===== config.mk =====
export PLATFORM = sky130hd
export DESIGN_NAME = iqc_correction
export DESIGN_NICKNAME = d
export VERILOG_FILES = /design/src/logic/iqc_correction.v
export VERILOG_INCLUDE_DIRS = /design/src /design/src/logic
export SDC_FILE = /design/constraint.sdc
export NUM_CORES = 2
export LEC_CHECK = 0
export BUFFER_PORTS_ARGS = -buffer_cell sky130_fd_sc_hd__buf_2
export CAP_MARGIN = 25
export CORE_ASPECT_RATIO = 1.75
export CORE_MARGIN = 2
export CORE_UTILIZATION = 57
export CTS_CLUSTER_DIAMETER = 200
export DETAILED_ROUTE_END_ITERATION = 8
export PLACE_DENSITY_LB_ADDON = 0.12
export SLEW_MARGIN = 15
export SYNTH_ARGS = -nofsm -noshare
export SYNTH_HDL_FRONTEND = slang
export SYNTH_SLANG_ARGS = --single-unit

===== constraint.sdc =====
create_clock -name core_clk -period 15.7 [get_ports core_clk]
set_clock_uncertainty 0.05 [all_clocks]
set_input_delay 2.355 -clock core_clk [delete_from_list [all_inputs] [get_ports core_clk]]
set_output_delay 2.355 -clock core_clk [all_outputs]
set_load 0.03 [all_outputs]

===== src/logic/iqc_map.vh =====
/*
 Register word indices, field positions, reset values and fixed-point widths
 for the quadrature gain and phase correction block.
 Assumes inclusion by bare name from the design file.
*/
`ifndef IQC_MAP_VH
`define IQC_MAP_VH

`define IQC_FIRST_GAIN_IDX 8'h0c
`define IQC_SECOND_GAIN_IDX 8'h0d
`define IQC_THIRD_GAIN_IDX 8'h0e
`define IQC_DELAY_FOURTH_IDX 8'h0f
`define IQC_DUAL_PHASE_AB_IDX 8'h10
`define IQC_PHASE_CD_IDX 8'h11
`define IQC_SYNC_CTRL_IDX 8'h1e
`define IQC_FIRST_CONFIG_IDX 8'h01

`define IQC_GAIN_W 11
`define IQC_GAIN_HI 10
`define IQC_GAIN_RESET 11'h400
`define IQC_PHASE_W 12
`define IQC_PHASE_HI 11
`define IQC_PHASE_RESET 12'h000
`define IQC_DLY_AB_HI 15
`define IQC_DLY_AB_LO 14
`define IQC_DLY_CD_HI 13
`define IQC_DLY_CD_LO 12
`define IQC_DUAL_HI 13
`define IQC_DUAL_LO 12
`define IQC_DUAL_ON 2'h3
`define IQC_SINGLE_BIT 8
`define IQC_SYNC_BIT 0
`define IQC_SAMPLE_W 16
`define IQC_GAIN_FRAC 10
`define IQC_PHASE_FRAC 12
`define IQC_MAX_DLY 3
`define IQC_RESP_OKAY 2'h0
`define IQC_RESP_SLVERR 2'h2

`endif


===== src/logic/iqc_correction.v =====
/*
 Quadrature gain/phase correction registers and datapath for four
 channels, with staged correction values loaded by an auto-sync write.
 Assumes an AXI4-Lite master on core_clk and synchronous sample inputs.
*/
`timescale 1ns/1ns
`include "iqc_map.vh"

module iqc_correction (
    input wire core_clk,
    input wire reset,
    input wire [31:0] s_axi_awaddr,
    input wire s_axi_awvalid,
    output reg s_axi_awready,
    input wire [31:0] s_axi_wdata,
    input wire [3:0] s_axi_wstrb,
    input wire s_axi_wvalid,
    output reg s_axi_wready,
    output reg [1:0] s_axi_bresp,
    output reg s_axi_bvalid,
    input wire s_axi_bready,
    input wire [31:0] s_axi_araddr,
    input wire s_axi_arvalid,
    output reg s_axi_arready,
    output reg [31:0] s_axi_rdata,
    output reg [1:0] s_axi_rresp,
    output reg s_axi_rvalid,
    input wire s_axi_rready,
    input wire [15:0] sample_a,
    input wire [15:0] sample_b,
    input wire [15:0] sample_c,
    input wire [15:0] sample_d,
    output reg [15:0] out_a,
    output reg [15:0] out_b,
    output reg [15:0] out_c,
    output reg [15:0] out_d,
    output reg dual_mode
);
    // Staging registers, as seen by software
    reg [10:0] first_gain_q;
    reg [10:0] second_gain_q;
    reg [3:0] coarse_mix_q;
    reg [10:0] third_gain_q;
    reg [10:0] fourth_gain_q;
    reg [1:0] dly_ab_q;
    reg [1:0] dly_cd_q;
    reg [1:0] dual_ena_q;
    reg [11:0] phase_ab_q;
    reg [11:0] phase_cd_q;
    reg sync_ena_q;
    reg single_cfg_q;
    // Active correction values
    reg [10:0] act_a_q, act_b_q, act_c_q, act_d_q;
    reg [11:0] act_pab_q, act_pcd_q;

    // Write channel capture, either order
    reg aw_have_q;
    reg w_have_q;
    reg [31:0] awaddr_q;
    reg [31:0] wdata_q;
    reg [3:0] wstrb_q;
    wire [31:0] wa = aw_have_q ? awaddr_q : s_axi_awaddr;
    wire [31:0] wd = w_have_q ? wdata_q : s_axi_wdata;
    wire [3:0] ws = w_have_q ? wstrb_q : s_axi_wstrb;
    wire aw_ok = aw_have_q | (s_axi_awvalid & s_axi_awready);
    wire w_ok = w_have_q | (s_axi_wvalid & s_axi_wready);
    wire do_wr = aw_ok & w_ok & ~s_axi_bvalid;
    wire [7:0] widx = wa[9:2];
    // Lower half only: every field sits in bits 15:0
    wire lo_en = ws[0] & ws[1];
    wire map_w = (wa[31:10] == 22'h0) && (wa[1:0] == 2'h0);
    reg w_hit;

    always @*
    begin
        if (!map_w)
            w_hit = 1'b0;
        else if (widx >= `IQC_FIRST_GAIN_IDX && widx <= `IQC_PHASE_CD_IDX)
            w_hit = 1'b1;
        else if (widx == `IQC_SYNC_CTRL_IDX || widx == `IQC_FIRST_CONFIG_IDX)
            w_hit = 1'b1;
        else
            w_hit = 1'b0;
    end

    wire wr_en = do_wr & w_hit & lo_en;
    wire wr_pab = wr_en && (widx == `IQC_DUAL_PHASE_AB_IDX);
    wire wr_pcd = wr_en && (widx == `IQC_PHASE_CD_IDX);

    always @(posedge core_clk)
    begin
        if (reset)
        begin
            s_axi_awready <= 1'b0;
            s_axi_wready <= 1'b0;
            s_axi_bvalid <= 1'b0;
            s_axi_bresp <= `IQC_RESP_OKAY;
            aw_have_q <= 1'b0;
            w_have_q <= 1'b0;
            awaddr_q <= 32'h0;
            wdata_q <= 32'h0;
            wstrb_q <= 4'h0;
        end
        else
        begin
            s_axi_awready <= ~aw_ok & ~s_axi_awready;
            s_axi_wready <= ~w_ok & ~s_axi_wready;
            if (s_axi_awvalid & s_axi_awready & ~do_wr)
            begin
                aw_have_q <= 1'b1;
                awaddr_q <= s_axi_awaddr;
            end
            if (s_axi_wvalid & s_axi_wready & ~do_wr)
            begin
                w_have_q <= 1'b1;
                wdata_q <= s_axi_wdata;
                wstrb_q <= s_axi_wstrb;
            end
            if (do_wr)
            begin
                aw_have_q <= 1'b0;
                w_have_q <= 1'b0;
                s_axi_awready <= 1'b0;
                s_axi_wready <= 1'b0;
                s_axi_bvalid <= 1'b1;
                s_axi_bresp <= w_hit ? `IQC_RESP_OKAY : `IQC_RESP_SLVERR;
            end
            else if (s_axi_bvalid & s_axi_bready)
                s_axi_bvalid <= 1'b0;
        end
    end

    // Register writes; reserved bits are simply never stored
    always @(posedge core_clk)
    begin
        if (reset)
        begin
            first_gain_q <= `IQC_GAIN_RESET;
            second_gain_q <= `IQC_GAIN_RESET;
            coarse_mix_q <= 4'h0;
            third_gain_q <= `IQC_GAIN_RESET;
            fourth_gain_q <= `IQC_GAIN_RESET;
            dly_ab_q <= 2'h0;
            dly_cd_q <= 2'h0;
            dual_ena_q <= 2'h0;
            phase_ab_q <= `IQC_PHASE_RESET;
            phase_cd_q <= `IQC_PHASE_RESET;
            sync_ena_q <= 1'b1;
            single_cfg_q <= 1'b1;
        end
        else if (wr_en)
        begin
            if (widx == `IQC_FIRST_GAIN_IDX)
                first_gain_q <= wd[`IQC_GAIN_HI:0];
            else if (widx == `IQC_SECOND_GAIN_IDX)
            begin
                second_gain_q <= wd[`IQC_GAIN_HI:0];
                coarse_mix_q <= wd[15:12];
            end
            else if (widx == `IQC_THIRD_GAIN_IDX)
                third_gain_q <= wd[`IQC_GAIN_HI:0];
            else if (widx == `IQC_DELAY_FOURTH_IDX)
            begin
                fourth_gain_q <= wd[`IQC_GAIN_HI:0];
                dly_ab_q <= wd[`IQC_DLY_AB_HI:`IQC_DLY_AB_LO];
                dly_cd_q <= wd[`IQC_DLY_CD_HI:`IQC_DLY_CD_LO];
            end
            else if (widx == `IQC_DUAL_PHASE_AB_IDX)
            begin
                phase_ab_q <= wd[`IQC_PHASE_HI:0];
                dual_ena_q <= wd[`IQC_DUAL_HI:`IQC_DUAL_LO];
            end
            else if (widx == `IQC_PHASE_CD_IDX)
                phase_cd_q <= wd[`IQC_PHASE_HI:0];
            else if (widx == `IQC_SYNC_CTRL_IDX)
                sync_ena_q <= wd[`IQC_SYNC_BIT];
            else
                single_cfg_q <= wd[`IQC_SINGLE_BIT];
        end
    end

    // Auto-sync: phase write carries its new value straight in, so the
    // gains of that channel pair written earlier and the phase land together.
    always @(posedge core_clk)
    begin
        if (reset)
        begin
            act_a_q <= `IQC_GAIN_RESET;
            act_b_q <= `IQC_GAIN_RESET;
            act_c_q <= `IQC_GAIN_RESET;
            act_d_q <= `IQC_GAIN_RESET;
            act_pab_q <= `IQC_PHASE_RESET;
            act_pcd_q <= `IQC_PHASE_RESET;
        end
        else
        begin
            if (wr_pab & sync_ena_q)
            begin
                act_a_q <= first_gain_q;
                act_b_q <= second_gain_q;
                act_pab_q <= wd[`IQC_PHASE_HI:0];
            end
            if (wr_pcd & sync_ena_q)
            begin
                act_c_q <= third_gain_q;
                act_d_q <= fourth_gain_q;
                act_pcd_q <= wd[`IQC_PHASE_HI:0];
            end
        end
    end

    // Read channel
    reg [31:0] rd_val;
    reg rd_hit;
    wire [7:0] ridx = s_axi_araddr[9:2];
    wire map_r = (s_axi_araddr[31:10] == 22'h0) && (s_axi_araddr[1:0] == 2'h0);

    always @*
    begin
        rd_val = 32'h0;
        rd_hit = map_r;
        if (!map_r)
            rd_hit = 1'b0;
        else if (ridx == `IQC_FIRST_GAIN_IDX)
            rd_val[`IQC_GAIN_HI:0] = first_gain_q;
        else if (ridx == `IQC_SECOND_GAIN_IDX)
            rd_val[15:0] = {coarse_mix_q, 1'b0, second_gain_q};
        else if (ridx == `IQC_THIRD_GAIN_IDX)
            rd_val[`IQC_GAIN_HI:0] = third_gain_q;
        else if (ridx == `IQC_DELAY_FOURTH_IDX)
            rd_val[15:0] = {dly_ab_q, dly_cd_q, 1'b0, fourth_gain_q};
        else if (ridx == `IQC_DUAL_PHASE_AB_IDX)
            rd_val[15:0] = {2'h0, dual_ena_q, phase_ab_q};
        else if (ridx == `IQC_PHASE_CD_IDX)
            rd_val[`IQC_PHASE_HI:0] = phase_cd_q;
        else if (ridx == `IQC_SYNC_CTRL_IDX)
            rd_val[`IQC_SYNC_BIT] = sync_ena_q;
        else if (ridx == `IQC_FIRST_CONFIG_IDX)
            rd_val[`IQC_SINGLE_BIT] = single_cfg_q;
        else
            rd_hit = 1'b0;
    end

    always @(posedge core_clk)
    begin
        if (reset)
        begin
            s_axi_arready <= 1'b0;
            s_axi_rvalid <= 1'b0;
            s_axi_rdata <= 32'h0;
            s_axi_rresp <= `IQC_RESP_OKAY;
        end
        else if (s_axi_arvalid & s_axi_arready)
        begin
            s_axi_arready <= 1'b0;
            s_axi_rvalid <= 1'b1;
            s_axi_rdata <= rd_val;
            s_axi_rresp <= rd_hit ? `IQC_RESP_OKAY : `IQC_RESP_SLVERR;
        end
        else if (s_axi_rvalid & s_axi_rready)
            s_axi_rvalid <= 1'b0;
        else if (!s_axi_rvalid)
            s_axi_arready <= s_axi_arvalid & ~s_axi_arready;
    end

    // Datapath: gains in 1.10 format, phase word scaled by 1/4096
    wire signed [27:0] pa = $signed(sample_a) * $signed({1'b0, act_a_q});
    wire signed [27:0] pb = $signed(sample_b) * $signed({1'b0, act_b_q});
    wire signed [27:0] pc = $signed(sample_c) * $signed({1'b0, act_c_q});
    wire signed [27:0] pd = $signed(sample_d) * $signed({1'b0, act_d_q});
    wire signed [27:0] ph_ab = $signed(sample_b) * $signed(act_pab_q);
    wire signed [27:0] ph_cd = $signed(sample_d) * $signed(act_pcd_q);
    // Sum in 1/4096 units before truncation; wraps rather than saturates
    wire signed [29:0] sa = {pa, 2'b00} + {{2{ph_ab[27]}}, ph_ab};
    wire signed [29:0] sc = {pc, 2'b00} + {{2{ph_cd[27]}}, ph_cd};
    wire [15:0] ca = sa[27:12];
    wire [15:0] cb = pb[25:10];
    wire [15:0] cc = sc[27:12];
    wire [15:0] cd = pd[25:10];

    // Delay lines, three taps each; tap 0 is the registered output
    reg [15:0] da_q [0:2];
    reg [15:0] db_q [0:2];
    reg [15:0] dc_q [0:2];
    reg [15:0] dd_q [0:2];
    integer i;

    always @(posedge core_clk)
    begin
        if (reset)
        begin
            for (i = 0; i < `IQC_MAX_DLY; i = i + 1)
            begin
                da_q[i] <= 16'h0;
                db_q[i] <= 16'h0;
                dc_q[i] <= 16'h0;
                dd_q[i] <= 16'h0;
            end
            out_a <= 16'h0;
            out_b <= 16'h0;
            out_c <= 16'h0;
            out_d <= 16'h0;
            dual_mode <= 1'b0;
        end
        else
        begin
            da_q[0] <= ca;
            db_q[0] <= cb;
            dc_q[0] <= cc;
            dd_q[0] <= cd;
            for (i = 1; i < `IQC_MAX_DLY; i = i + 1)
            begin
                da_q[i] <= da_q[i-1];
                db_q[i] <= db_q[i-1];
                dc_q[i] <= dc_q[i-1];
                dd_q[i] <= dd_q[i-1];
            end
            out_a <= (dly_ab_q == 2'h0) ? ca : da_q[dly_ab_q - 2'h1];
            out_b <= (dly_ab_q == 2'h0) ? cb : db_q[dly_ab_q - 2'h1];
            out_c <= (dly_cd_q == 2'h0) ? cc : dc_q[dly_cd_q - 2'h1];
            out_d <= (dly_cd_q == 2'h0) ? cd : dd_q[dly_cd_q - 2'h1];
            dual_mode <= ~single_cfg_q & (dual_ena_q == `IQC_DUAL_ON);
        end
    end
endmodule


Word-level counts from Yosys, hierarchy flattened:

Memory sizes are Yosys's and may differ from the RTL's.
Cells that the tools add are included.

* logic and storage cells: 199
* output and inout port bits: 106
* memories kept: 4
* input port bits: 171
* register bits: 290
* memory bits (writable): 192

Memories
* da_q: words 3, width 16, rd ports 3, clocked after Yosys merged registers in 0, write ports 3, RTL line iqc_correction.v:282 `reg [15:0] da_q [0:2];`
* db_q: words 3, width 16, rd ports 3, clocked after Yosys merged registers in 0, write ports 3, RTL line iqc_correction.v:283 `reg [15:0] db_q [0:2];`
* dc_q: words 3, width 16, rd ports 3, clocked after Yosys merged registers in 0, write ports 3, RTL line iqc_correction.v:284 `reg [15:0] dc_q [0:2];`
* dd_q: words 3, width 16, rd ports 3, clocked after Yosys merged registers in 0, write ports 3, RTL line iqc_correction.v:285 `reg [15:0] dd_q [0:2];`

* equal/unequal tests: 17
* reduce and logical (&&, ||, !) cells: 25
* bitwise operators: 49
* order comparisons: 2
* multiplexer cells: 56
* multiply operators: 6
* $add $sub $neg: 4

Operators with widths (count)
* two-way mux 16 bit: 20
* multiplier 16 x 12 -> 26 bit: 4
* == test 8 x 4 -> 1 bit (second input constant): 8
* adder 28 bit: 2
* multiplier 16 x 12 -> 28 bit: 2
* == test 8 x 5 -> 1 bit (second input constant): 6
* logical NOT 22 bit: 2
* two-way mux 32 bit: 1
* two-way mux 1 bit: 24
* two-way mux 11 bit: 2
* AND 1 bit: 18
* NOT 1 bit: 17
* == test 8 x 1 -> 1 bit (second input constant): 2
* AND reduction 8 bit: 2
* bitwise OR 1 bit: 14
* two-way mux 12 bit: 1
* two-way mux 5 bit: 2
* greater-or-equal comparator 8 x 4 -> 1 bit (second input constant): 1
* <= comparator 8 x 5 -> 1 bit (second input constant): 1
* logical NOT 2 bit: 4
* two-way mux 2 bit: 4
* two-way mux 7 bit: 1
* AND reduction 7 bit: 1
* AND reduction 6 bit: 1
* 11 further kinds: 19

Logic depth before layout (Yosys ltp):

* depth after elaboration: 11
* depth in mapped cells: 38
* depth with buffers taken out: 37

Worst setup path after synthesis:

No wires, ideal clock.

* kind: input -> register
* from: input sample_c[7]
* to: register out_c[15]
* data arrival time: 11.050 ns
* setup time: 0.134 ns
* path buffers: 1
* setup slack: 4.467 ns
* stages: 34
* data required time: 15.516 ns
* cell sequence: clkbuf_1 > nand2_1 > fa_1 > fa_1 > fa_1 > inv_1 > fa_1 > inv_1 > fa_1 > inv_1 > ha_1 > a211o_1 > o21ai_0 > a31oi_1 > nand2_1 > a21boi_0 > o211a_1 > o21a_1 > or2_2 > fa_1 > fa_1 > fa_1 > inv_1 > fa_1 > ha_1 > ha_1 > and3_1 > nand3_1 > or3_1 > nand3_1 > a41oi_1 > xnor2_1 > xnor2_1 > o22ai_1

* word-level cells in the longest chain between the ends: 3

Ends and longest elaborated chain
* start: declaration: RTL line iqc_correction.v:31 `input wire [15:0] sample_c,`
* multiplier 16 x 12 -> 26 bit: RTL line iqc_correction.v:269 `wire signed [27:0] pc = $signed(sample_c) * $signed({1'b0, act_c_q});`
* adder 28 bit: RTL line iqc_correction.v:275 `wire signed [29:0] sc = {pc, 2'b00} + {{2{ph_cd[27]}}, ph_cd};`
* two-way mux 16 bit: RTL line iqc_correction.v:320 `out_c <= (dly_cd_q == 2'h0) ? cc : dc_q[dly_cd_q - 2'h1];`
* end signal: assignment: RTL line iqc_correction.v:320
* end: declaration: RTL line iqc_correction.v:35 `output reg [15:0] out_c,`

Every way passes these cells.
A chain may end at the register's enable or synchronous reset.

Worst setup path in the final report:

Ends and elaborated chain as after synthesis.

==> impl_metrics.env <==
export IMPL_viasPerCell=5.35
export IMPL_rsz0062_at_grt="false"
export IMPL_hold_class="flop to flop"
export IMPL_cap_violations=0
export IMPL_dieArea_sq_um=101000
export IMPL_hold_viol_final=0
export IMPL_place_congestion=0.873
export IMPL_dp_hpwl_um=107000
export IMPL_routedWlPerCell_um=17.8
export IMPL_hold_buffers=0
export IMPL_dp_cells=7536
export IMPL_grt_start_max_net_pins=107
export IMPL_rows=152
export IMPL_drv_slew=0
export IMPL_synthArstFlopShare_pct=0
export IMPL_worst_pin_slew_ns=1.06
export IMPL_ys_seq_area_share_pct=17.2
export IMPL_die_width_um=241
export IMPL_overflow=0
export IMPL_crit_path_end_kind="flop"
export IMPL_cts_sinks=480
export IMPL_dieHeight_um=418
export IMPL_period_share_pct=74.7
export IMPL_post_cts_buffers=0
export IMPL_firstDrtPassIters=6
export IMPL_status="finished clean"
export IMPL_post_cts_resized=0
export IMPL_worstSkewPairLatency_ns=0.63
export IMPL_fill_cells=8771
export IMPL_initial_utilization_pct=57.2
export IMPL_p_per_area_nw_per_um2=47.1
export IMPL_dpl_worst_slack_ns=3.38
export IMPL_drt_iter0_drc=2063
export IMPL_path_class="primary input to flop"
export IMPL_via_count=40800
export IMPL_fmax_mhz=85.3
export IMPL_cts_buffers=49
export IMPL_fin_nets=7810
export IMPL_startpoint="sample_c[7]"
export IMPL_p_leak_uw=0.0271
export IMPL_numPortBuffers=240
export IMPL_worst_ep_arrival_time_ns=12.14
export IMPL_r2r_cells=34
export IMPL_cp_start_kind="primary input"
export IMPL_crit_top_cell="fa_1"
export IMPL_cts_root_buf="clkbuf_16"
export IMPL_crit_fanout=11
export IMPL_ys_warn_count=0
export IMPL_synth_area_sq_um=56000
export IMPL_required_ns=16.12
export IMPL_final_layout_size_suffix_gt1_share_pct=6.40
export IMPL_drtAntennaViolNets=0
export IMPL_crit_slowest_cell="fa_1"
export IMPL_period_minus_slack_ns=11.72
export IMPL_drc=0
export IMPL_cpPeakStageDelay_ns=0.60
export IMPL_synth_distinct_cells=77
export IMPL_grt_pass1_vias=43400
export IMPL_fin_ws_ns=3.98
export IMPL_num_io_pins=277
export IMPL_synth_ff_type="dfxtp_1"
export IMPL_rrSetupSlack_ns=5.01
export IMPL_drt_wl_total_um=136000
export IMPL_core_area_sq_um=97800
export IMPL_crit_reg2reg_capture="out_c[15]$_SDFF_PP0_"
export IMPL_ys_seq_elements=480
export IMPL_synthToLayoutAreaGrowth_pct=6.10
export IMPL_path_clk_slew_ns=0.06
export IMPL_antenna_found_initial=5
export IMPL_tns_ns=0
export IMPL_synth_edf_count=0
export IMPL_peakVddDrop_mv=0.144
export IMPL_setup_violations_final=0
export IMPL_tritoncts="built"
export IMPL_regArea_sq_um=9610
export IMPL_grt_pass1_wl_um=223000
export IMPL_avgSynthCellArea_sq_um=8.89
export IMPL_fin_cells=7625
export IMPL_slew_limit_headroom_pct=29.4
export IMPL_cp_endpoint="out_c[15]$_SDFF_PP0_"
export IMPL_total_power_uw=2800
export IMPL_gr_usage_all_layers_pct=27.9
export IMPL_htree_levels=2
export IMPL_r2r_start="act_c_q[3]$_SDFFE_PP0P_"
export IMPL_cts_buffer_depth=3
export IMPL_multiInputGateArea_sq_um=40600
export IMPL_synthCells=6291
-- synthesized netlist by cell type (24+ instances only) --
cell      instances  area (sq um)
xnor2_1         112           981
o21ai_0          87           435
clkbuf_1        292          1100
nand2_1        1078          4050
dfxtp_1         480          9610
nor4_1           24           150
o21a_1           37           278
a211oi_1         37           278
fa_1           1012         20300
mux2i_1         104          1040
nand3_1          27           135
a31oi_1          28           175
inv_1          1174          4410
ha_1            346          4330
nor2_1          248           931
and2_1          396          2480
xor2_1           48           420
nor2b_1         140           876
nor3_1           30           150
a21oi_1         221          1110
mux2_2           25           282
nand2b_1         42           263
-- area by class of cell --
cell class              instances  area share [%]
clock buffers                  59            2.18
diodes                          2         0.00843
well taps                    1309            2.76
repair buffers                276            2.58
multi-input cells            4297            68.3
flip-flops and latches        480            16.2
clock inverters                25           0.531
inverters                    1177            7.44
-- worst max-delay path, delay by kind of cell --
kind / cells / cell delay (ns)
adder cells (fa/ha/maj): 12 / 5.62
AO/OA/AOI/OAI: 8 / 1.67
AND/OR/NAND/NOR: 8 / 1.43
XOR/XNOR: 2 / 0.59
buffers and inverters: 5 / 0.46
-- power by group --
group / internal (uW) / total (uW) / switching [uW] / leakage, uW
Clock: 661 / 1180 / 524 / 0.000776
Sequential: 1260 / 1270 / 17.6 / 0.00392
Combinational: 109 / 339 / 230 / 0.0224
Total: 2030 / 2800 / 771 / 0.0271
-- layer usage --
layer | track usage (%) | wire, um | vias to the layer above
met2 | 50.9 | 70300 | 1049
li1 | - | - | 18900
met5 | 0 | 55 | -
met1 | 34.1 | 54100 | 20500
met3 | 3.22 | 6560 | 286
met4 | 8.87 | 4680 | 8
-- through the flow --
stage | utilization [%] | hold WS, ns | area, sq um
4_1_cts | 60.7 | 0.402 | 59300
2_1_floorplan | - | 0.370 | 56000
5_1_grt | 60.7 | 0.418 | 59400
3_3_place_gp | 59.0 | 0.383 | 57700
6_report | 60.7 | 0.402 | 59400
3_5_place_dp | 59.0 | 0.393 | 57700
-- worst min-delay path by stage --
stage	start	end	slack, ns	cells after the start
2_1_floorplan	single_cfg_q$_SDFFE_PP1P_	dual_mode$_SDFF_PP0_	0.37	1
3_3_place_gp	s_axi_rdata[8]$_SDFFE_PP0P_	s_axi_rdata[8]$_SDFFE_PP0P_	0.38	2
3_5_place_dp	s_axi_rdata[14]$_SDFFE_PP0P_	s_axi_rdata[14]$_SDFFE_PP0P_	0.39	2
4_1_cts	dd_q[0][10]$_SDFF_PP0_	dd_q[1][10]$_SDFF_PP0_	0.40	1
5_1_grt	da_q[0][5]$_SDFF_PP0_	da_q[1][5]$_SDFF_PP0_	0.42	1
6_report	act_pcd_q[9]$_SDFFE_PP0P_	act_pcd_q[9]$_SDFFE_PP0P_	0.40	2
-- state kept, by name (all words and copies together) (netlist names), 12 cells and up --
register,count
out_c,16
phase_cd_q,12
act_pab_q,12
awaddr_q,32
out_a,16
s_axi_rdata,16
dc_q,48
dd_q,48
db_q,48
phase_ab_q,12
act_pcd_q,12
wdata_q,16
out_b,16
da_q,48
out_d,16
-- cells in the final DEF (no fill, tap or decap), types with 48 or more instances in the layout --
cell type  instances
xnor2_1          112
clkbuf_16         49
a21oi_1          221
buf_2            239
xor2_1            48
and2_1           396
ha_1             344
nor2b_1          140
nor2_1           248
nand2_1         1078
o21ai_0           87
inv_1           1174
mux2i_1          104
dfxtp_1          478
fa_1            1012
-- kinds of logic after synthesis --
family	count (synthesis)	share of synthesized area, %
and+or+nand+nor	2052	17.0
buffers and inverters	1531	10.5
adders and majority gates	1358	43.9
AOI/OAI and AO/OA	580	6.53
DFF	480	17.2
xor gates and xnor gates	160	2.50
muxes	129	2.36
other	1	0.00670
(Power assumes the default switching activity.)
